--- src/pkg/spc_pkg.sv ---
/*
  Constants for the serial port control block: register offsets, field
  positions, reset values and the clock select codes.
  Assumes a 32-bit classic Wishbone bus with byte addresses.
*/
package spc_pkg;

  // Register byte offsets
  localparam logic [7:0] OFS_CTRL = 8'h00;
  localparam logic [7:0] OFS_STATUS = 8'h04;
  localparam logic [7:0] OFS_MASK = 8'h08;
  localparam logic [7:0] OFS_PINS = 8'h0C;

  // Control register fields
  localparam int B_TX_END_IE = 7;
  localparam int B_RX_IE = 6;
  localparam int B_TX_EN = 5;
  localparam int B_RX_EN = 4;
  localparam int B_MP_IE = 3;
  localparam int B_SYNC_MODE = 2;
  localparam int B_CLOCK_SELECT_HI = 1;
  localparam int B_CLOCK_SELECT_LO = 0;

  // Status and mask fields
  localparam int B_RECEIVE_FULL = 0;
  localparam int B_FRAMING_ERROR = 1;
  localparam int B_OVERRUN_ERROR = 2;
  localparam int B_TX_END = 3;
  localparam int B_MP_WAKE = 4;
  localparam int STATUS_W = 5;

  // Pin register fields
  localparam int B_PIN_SCK = 0;
  localparam int B_PIN_RXD = 1;
  localparam int B_PIN_CLK_EXT = 2;
  localparam int B_PIN_SCK_OE = 3;

  // Clock select codes {hi, lo}
  localparam logic [1:0] CS_INTERNAL = 2'h0;
  localparam logic [1:0] CS_INT_OUT = 2'h1;
  localparam logic [1:0] CS_EXTERNAL = 2'h2;
  localparam logic [1:0] CS_RESERVED = 2'h3;

  // Values after reset
  localparam logic [7:0] RST_CTRL = 8'h00;
  localparam logic [STATUS_W-1:0] RST_STATUS = 5'h00;
  localparam logic [STATUS_W-1:0] RST_MASK = 5'h00;
  localparam logic [31:0] RD_ZERO = 32'h0000_0000;

  // Synchroniser depth on pin inputs, in clock cycles
  localparam int SYNC_STAGES = 2;

endpackage

--- src/spc_pin_sync.sv ---
/*
  Two flip-flop synchroniser for a group of pin inputs.
  Assumes the inputs are asynchronous to clk_sys_i; first stage is read
  by the second stage only.
*/
`timescale 1ns/10ps
module spc_pin_sync
  import spc_pkg::*;
#(
  parameter int WIDTH = 2
) (
  input wire logic clk_sys_i,
  input wire logic rst_i,
  input wire logic [WIDTH-1:0] pin_i,
  output logic [WIDTH-1:0] sync_o
);

  if (WIDTH < 1) begin : g_chk
    $error("spc_pin_sync: WIDTH must be at least 1");
  end

  typedef struct packed {
    logic [WIDTH-1:0] stage1;
    logic [WIDTH-1:0] stage2;
  } spc_sync_t;

  spc_sync_t cur;
  spc_sync_t next_cur;

  always_comb begin
    next_cur = cur;
    next_cur.stage1 = pin_i;
    next_cur.stage2 = cur.stage1;
  end

  always_ff @(posedge clk_sys_i or posedge rst_i) begin
    if (rst_i) begin
      cur <= '0;
    end else begin
      cur <= next_cur;
    end
  end

  assign sync_o = cur.stage2;

endmodule // spc_pin_sync

--- src/spc_serial_port_control.sv ---
/*
  Serial port control: clock source and clock pin selection, transmit and
  receive enables with pin hand-over, interrupt request gating and the
  multiprocessor wake-up filter, behind a classic Wishbone slave.
  Assumes the shift datapath and baud generator run on clk_sys_i and give
  one-cycle event pulses; rxd and sck pins are asynchronous.
*/
`timescale 1ns/10ps

module spc_serial_port_control
  import spc_pkg::*;
#(
  parameter int ADDR_W = 8
) (
  input wire logic clk_sys_i,
  input wire logic rst_i,
  // Wishbone slave
  input wire logic wb_cyc_i,
  input wire logic wb_stb_i,
  input wire logic wb_we_i,
  input wire logic [ADDR_W-1:0] wb_adr_i,
  input wire logic [3:0] wb_sel_i,
  input wire logic [31:0] wb_dat_i,
  output logic [31:0] wb_dat_o,
  output logic wb_ack_o,
  // Serial unit side
  input wire logic baud_clk_i,
  input wire logic tx_data_i,
  input wire logic tx_end_i,
  input wire logic rx_frame_done_i,
  input wire logic rx_mp_bit_i,
  input wire logic rx_framing_err_i,
  input wire logic rx_overrun_i,
  output logic ser_clk_o,
  output logic clk_src_ext_o,
  output logic rx_data_o,
  output logic rx_enable_o,
  output logic tx_enable_o,
  // General purpose port side
  input wire logic gpio_txd_out_i,
  input wire logic gpio_txd_oe_i,
  input wire logic gpio_sck_out_i,
  input wire logic gpio_sck_oe_i,
  output logic gpio_rxd_in_o,
  output logic gpio_sck_in_o,
  // Pins
  input wire logic rxd_pin_i,
  input wire logic sck_pin_i,
  output logic txd_o,
  output logic txd_oe_o,
  output logic sck_o,
  output logic sck_oe_o,
  // Interrupts
  output logic transmit_end_irq_o,
  output logic receive_full_irq_o,
  output logic receive_error_irq_o,
  output logic irq_o
);

  if (ADDR_W < 4 || ADDR_W > 32) begin : g_chk
    $error("spc_serial_port_control: ADDR_W must be 4 to 32");
  end

  typedef struct packed {
    logic [7:0] ctrl;
    logic [STATUS_W-1:0] status;
    logic [STATUS_W-1:0] mask;
    logic ack;
    logic [7:0] rdata;
    logic ser_clk;
    logic clk_ext;
    logic sck_out;
    logic sck_oe;
    logic txd;
    logic txd_oe;
    logic rx_data;
    logic rx_en;
    logic tx_en;
    logic transmit_end_irq;
    logic receive_full_irq;
    logic receive_error_irq;
    logic irq;
  } spc_state_t;

  spc_state_t cur;
  spc_state_t next_cur;

  logic [1:0] pin_sync;
  logic rxd_s;
  logic sck_s;

  spc_pin_sync #(
    .WIDTH(2)
  ) u_sync (
    .clk_sys_i(clk_sys_i),
    .rst_i(rst_i),
    .pin_i({sck_pin_i, rxd_pin_i}),
    .sync_o(pin_sync)
  );

  assign rxd_s = pin_sync[0];
  assign sck_s = pin_sync[1];

  logic [1:0] clk_sel;
  logic sync_mode;
  logic req;
  logic commit_wr;
  logic frame_ok;
  logic mp_wake;
  logic [STATUS_W-1:0] set_bits;
  logic [STATUS_W-1:0] clr_bits;
  logic [7:0] rd_mux;

  assign clk_sel = {cur.ctrl[B_CLOCK_SELECT_HI], cur.ctrl[B_CLOCK_SELECT_LO]};
  assign sync_mode = cur.ctrl[B_SYNC_MODE];
  assign req = wb_cyc_i && wb_stb_i;
  // Writes land only on the edge where the master sees ack
  assign commit_wr = req && cur.ack && wb_we_i && wb_sel_i[0];
  // Wake-up filter: while enabled only addressed frames pass
  assign frame_ok = rx_frame_done_i && cur.ctrl[B_RX_EN]
                    && (!cur.ctrl[B_MP_IE] || rx_mp_bit_i);
  assign mp_wake = rx_frame_done_i && cur.ctrl[B_RX_EN]
                   && cur.ctrl[B_MP_IE] && rx_mp_bit_i;

  always_comb begin
    set_bits = '0;
    set_bits[B_RECEIVE_FULL] = frame_ok;
    set_bits[B_FRAMING_ERROR] = frame_ok && rx_framing_err_i;
    set_bits[B_OVERRUN_ERROR] = frame_ok && rx_overrun_i;
    set_bits[B_TX_END] = tx_end_i && cur.ctrl[B_TX_EN];
    set_bits[B_MP_WAKE] = mp_wake;
    clr_bits = '0;
    if (commit_wr && wb_adr_i == ADDR_W'(OFS_STATUS)) begin
      clr_bits = wb_dat_i[STATUS_W-1:0];
    end
  end

  always_comb begin
    rd_mux = 8'h00;
    unique case (wb_adr_i)
      ADDR_W'(OFS_CTRL): rd_mux = cur.ctrl;
      ADDR_W'(OFS_STATUS): rd_mux = {3'h0, cur.status};
      ADDR_W'(OFS_MASK): rd_mux = {3'h0, cur.mask};
      ADDR_W'(OFS_PINS): rd_mux = {4'h0, cur.sck_oe, cur.clk_ext, rxd_s, sck_s};
      default: rd_mux = 8'h00;
    endcase
  end

  always_comb begin
    next_cur = cur;
    // Bus answer one cycle after the request, dropped the cycle after
    next_cur.ack = req && !cur.ack;
    next_cur.rdata = rd_mux;

    if (commit_wr && wb_adr_i == ADDR_W'(OFS_CTRL)) begin
      next_cur.ctrl = wb_dat_i[7:0];
    end
    if (commit_wr && wb_adr_i == ADDR_W'(OFS_MASK)) begin
      next_cur.mask = wb_dat_i[STATUS_W-1:0];
    end
    // Hardware clear beats a same-cycle software write
    if (mp_wake) begin
      next_cur.ctrl[B_MP_IE] = 1'b0;
    end
    // Set wins over write-one-to-clear
    next_cur.status = (cur.status & ~clr_bits) | set_bits;

    // Clock source and clock pin function
    unique case (clk_sel)
      CS_INTERNAL: begin
        next_cur.clk_ext = 1'b0;
        if (sync_mode) begin
          next_cur.sck_out = baud_clk_i;
          next_cur.sck_oe = 1'b1;
        end else begin
          next_cur.sck_out = gpio_sck_out_i;
          next_cur.sck_oe = gpio_sck_oe_i;
        end
      end
      CS_INT_OUT: begin
        next_cur.clk_ext = 1'b0;
        next_cur.sck_out = baud_clk_i;
        next_cur.sck_oe = 1'b1;
      end
      CS_EXTERNAL: begin
        next_cur.clk_ext = 1'b1;
        next_cur.sck_out = 1'b0;
        next_cur.sck_oe = 1'b0;
      end
      CS_RESERVED: begin
        // Pin released so a bad code cannot fight an outside driver
        next_cur.clk_ext = 1'b1;
        next_cur.sck_out = 1'b0;
        next_cur.sck_oe = 1'b0;
      end
    endcase
    next_cur.ser_clk = next_cur.clk_ext ? sck_s : baud_clk_i;

    // Transmit pin hand-over
    next_cur.tx_en = cur.ctrl[B_TX_EN];
    if (cur.ctrl[B_TX_EN]) begin
      next_cur.txd = tx_data_i;
      next_cur.txd_oe = 1'b1;
    end else begin
      next_cur.txd = gpio_txd_out_i;
      next_cur.txd_oe = gpio_txd_oe_i;
    end

    // Receiver sees idle mark while the pin belongs to GPIO
    next_cur.rx_en = cur.ctrl[B_RX_EN];
    next_cur.rx_data = cur.ctrl[B_RX_EN] ? rxd_s : 1'b1;

    // Interrupt requests
    next_cur.transmit_end_irq = cur.ctrl[B_TX_END_IE] && next_cur.status[B_TX_END];
    next_cur.receive_full_irq = cur.ctrl[B_RX_IE] && !cur.ctrl[B_MP_IE]
                   && next_cur.status[B_RECEIVE_FULL];
    next_cur.receive_error_irq = cur.ctrl[B_RX_IE] && !cur.ctrl[B_MP_IE]
                   && (next_cur.status[B_FRAMING_ERROR]
                       || next_cur.status[B_OVERRUN_ERROR]);
    next_cur.irq = |(next_cur.status & cur.mask);
  end

  always_ff @(posedge clk_sys_i or posedge rst_i) begin
    if (rst_i) begin
      cur <= '0;
      cur.ctrl <= RST_CTRL;
      cur.status <= RST_STATUS;
      cur.mask <= RST_MASK;
      cur.rx_data <= 1'b1;
    end else begin
      cur <= next_cur;
    end
  end

  assign wb_ack_o = cur.ack;
  assign wb_dat_o = RD_ZERO | {24'h00_0000, cur.rdata};
  assign ser_clk_o = cur.ser_clk;
  assign clk_src_ext_o = cur.clk_ext;
  assign rx_data_o = cur.rx_data;
  assign rx_enable_o = cur.rx_en;
  assign tx_enable_o = cur.tx_en;
  assign gpio_rxd_in_o = rxd_s;
  assign gpio_sck_in_o = sck_s;
  assign txd_o = cur.txd;
  assign txd_oe_o = cur.txd_oe;
  assign sck_o = cur.sck_out;
  assign sck_oe_o = cur.sck_oe;
  assign transmit_end_irq_o = cur.transmit_end_irq;
  assign receive_full_irq_o = cur.receive_full_irq;
  assign receive_error_irq_o = cur.receive_error_irq;
  assign irq_o = cur.irq;
endmodule // spc_serial_port_control

--- config.mk ---
export PLATFORM = sky130hd
export DESIGN_NAME = spc_serial_port_control
export DESIGN_NICKNAME = d
export VERILOG_FILES = /design/src/pkg/spc_pkg.sv /design/src/spc_pin_sync.sv /design/src/spc_serial_port_control.sv
export SDC_FILE = /design/constraint.sdc
export NUM_CORES = 1
export LEC_CHECK = 0
export ABC_AREA = 1
export BUFFER_PORTS_ARGS = -buffer_cell sky130_fd_sc_hd__buf_4
export CAP_MARGIN = 20
export CORE_MARGIN = 2
export CORE_UTILIZATION = 44
export CTS_CLUSTER_SIZE = 8
export DETAILED_ROUTE_END_ITERATION = 8
export GPL_TIMING_DRIVEN = 0
export PLACE_DENSITY = 0.85
export SLEW_MARGIN = 25
export SYNTH_ARGS = -nofsm -noshare
export SYNTH_HDL_FRONTEND = slang
export SYNTH_HIERARCHICAL = 1
export SYNTH_SLANG_ARGS = --single-unit
--- constraint.sdc ---
create_clock -name clk_sys_i -period 1.7 [get_ports clk_sys_i]
set_input_delay 0.51 -clock clk_sys_i [delete_from_list [all_inputs] [get_ports clk_sys_i]]
set_output_delay 0.51 -clock clk_sys_i [all_outputs]
set_load 0.02 [all_outputs]
==> impl_metrics.toml <==
[run_status]
status = "finished, final reports clean"

[floorplanning]
initial_core_util = 0.4589
rows = 24
die_w_um = 71.62
io_pins = 110
die_y_um = 71.62
coreArea_sq_um = 4384
die_area_sq_um = 5129

[run]
max_cap_viol_count = 0

[global_routing]
grt_max_degree = 23
grt_util_met2 = 0.2850
grt_util_all_layers = 0.1653
use_met1 = 0.1991
antenna_found_initial = 0
grt_pass1_vias = 1492
gr-usage-met3 = 0.03516
grt.busiest_layer = "met2"
overflow = 0
grt_pass1_wl_um = 6527

[yosys]
yosysMostFrequentCell = "nand2_1"
synth_top_area_frac = 0.5348
synth_compound_area_frac = 0.05100
synth_top_family_by_area = "simple AND/OR/NAND/NOR gates"
netlist_area_sq_um = 2012
async_flop_share = 1.000
yosys-top-cells-area = "dfrtp_1, buf_4, nand2_1"
synthSimpleGateAreaFrac = 0.2239
synth_edf_count = 0
syn_inst = 224
synth_flop_cell = "dfrtp_1"
synth.avg_cell_area_sq_um = 8.982
yosysWarningCount = 6
synth_area_leader_cell = "dfrtp_1"
post_synth_fa_ha_maj_area_fraction = 0
synth_cell_types = 22
synth_mux_area_frac = 0
synth_xor_area_frac = 0
ys_ff_latch = 44
synth-seq-area-share = 0.5479
yosys-top-cells-count = "nand2_1, dfrtp_1, buf_4"

[setup_path]
worst-path-buf-inv = 2
cp_slowest_stage_delay_ns = 0.43
crit_slowest_cell = "nor4_4"
startpoint_type = "input port"
crit_arrival_ns = 1.76
path_cells = "buf_4, nor2_1, nand2_2, nor4_4, nand2_4, buf_6, nand2_1, o21ai_1"
worst_setup_path_end_kind = "flip-flop"
critPathKind = "in2reg"
worstPathMaxFanout = 10
path_delay_family = "simple AND/OR/NAND/NOR gates"
critical_path_required_ns = 1.88

[clock_network]
hold_buffers = 0
worstSkewPairLatency_ns = 0.29
cts_buffers = 5
cts_root_buffer = "clkbuf_8"
cts_tree = "done"
clockBufferDepth = 2
cts_setup_buffers = 0
cts_htree_levels = 2
clk_pin_slew_worst_paths_ns = 0.08
cts-resized-gates = 0
cts_sinks = 44

[power]
power.leakage_nw = 1.504
max-vdd-ir-drop_v = 0.0003580
pwr_density_cell_nw_per_um2 = 723.1

[sta]
worst_slack_ns = 0.1235
layout_min_cycle_time_ns = 1.576
hold_viol = 0
hold_slack_ns = 0.1051
drv_slew = 0
setup_tns_ns = 0
finalClockSkew_ns = 0.006049
rsz0062_at_grt = "no"
tightest_slew_ns = 0.5524
fin_crit_sh = 0.9273
relSlewSlack = 0.6289
finalSetupViolations = 0
fmax_ghz = 0.6343

[placed_design]
hpwl_um = 3265
place_congestion = 0.8427
placed_cell_area_sq_um = 2626
port_buffers = 58
placed_cells = 358
post-place-ws_ns = -0.2156

[drt]
drt_iter0_markers = 82
drt_pass1_iterations = 4
drcViolationCount = 0
via_count = 1606
wl_per_cell_um = 11.15
wirelength_um = 4081
viasPerCell = 4.388
drtAntennaViolNets = 0

[cells_and_area]
n_fill_cell = 373
drive_gt1_frac = 0.3503
final_nets = 375
area_delta_synth_final_pct = 35.20
finalInstanceArea_sq_um = 2720
fin_cells = 366
n_antenna_cell = 0

[worst_hold_path]
min_path_type = "in2async"
## cells in the final DEF, fill, tap and decap left out, drive strengths merged
cell type / count
o2111ai: 1
buf: 94
or2: 1
nor4: 1
o41ai: 1
conb: 24
nand2: 63
clkbuf: 8
clkinvlp: 1
a21oi: 8
o21ai: 9
dfrtp: 43
nand4: 5
nor2: 22
inv: 22
nand3: 10
dfstp: 1
## area by class of cell
cell class                 instances  area, sq um  area share
sequential                        44         1102      0.4052
timing repair buffer              59        462.9      0.1702
clock inverter                     1        7.507    0.002760
clock buffer                       7        86.33     0.03174
tap                               52        65.06     0.02392
inverter                          22        82.58     0.03036
multi-input combinational        145        643.1      0.2364
buffer                            36        270.3     0.09936
## cell families (layout without fill, tap and decap cells)
logic type,after synthesis,after routing
buffers and inverters,58,125
AND/OR/NAND/NOR,102,102
flip-flops,44,44
AO/OA/AOI/OAI,19,19
other,1,24
## stage by stage
| stage | util | total power, W |
|---|---|---|
| floorplan | - | 0.001229 |
| global placement | 0.5928 | 0.001317 |
| detailed placement | 0.5990 | 0.001331 |
| CTS | 0.6204 | 0.001983 |
| global route | 0.6204 | 0.002032 |
| finish | 0.6204 | 0.001967 |
## where the power goes
group	total, W	internal [W]	leakage (nW)	switching, W
combinational	0.000245	0.000117	0.910	0.000128
sequential	0.00107	0.00106	0.550	0.00000611
clock	0.000656	0.000330	0.0445	0.000326
total	0.00197	0.00151	1.50	0.000461
## final timing paths
check | to | start | cells after the start | slack (ns)
worst min register to register | u_sync/sync_o[0] | u_sync/cur[2] | 0 | 0.36
max in group asynchronous | cur[38] | rst_i | 3 | 1.03
worst min-delay path | u_sync/cur[3] | rst_i | 2 | 0.11
worst max register to register | irq_o | wb_ack_o | 9 | 0.28
min in group clk_sys_i | u_sync/cur[2] | rxd_pin_i | 1 | 0.32
worst max-delay path | clk_sel[1] | wb_adr_i[7] | 8 | 0.12
## per-layer routing
layer	vias to the layer above	part of all wire
met4	0	0.020
met3	10	0.071
met2	64	0.50
met1	714	0.40
li1	818	-
met5	-	0
## state kept, by name, indices dropped and copies added, names as in the netlist, 2 cells and up
| register | cells |
|---|---|
| u_sync/cur | 2 |
| cur | 16 |
| wb_dat_o | 8 |
| u_sync/sync_o | 2 |
| clk_sel | 2 |
(Power assumes the default switching activity.)
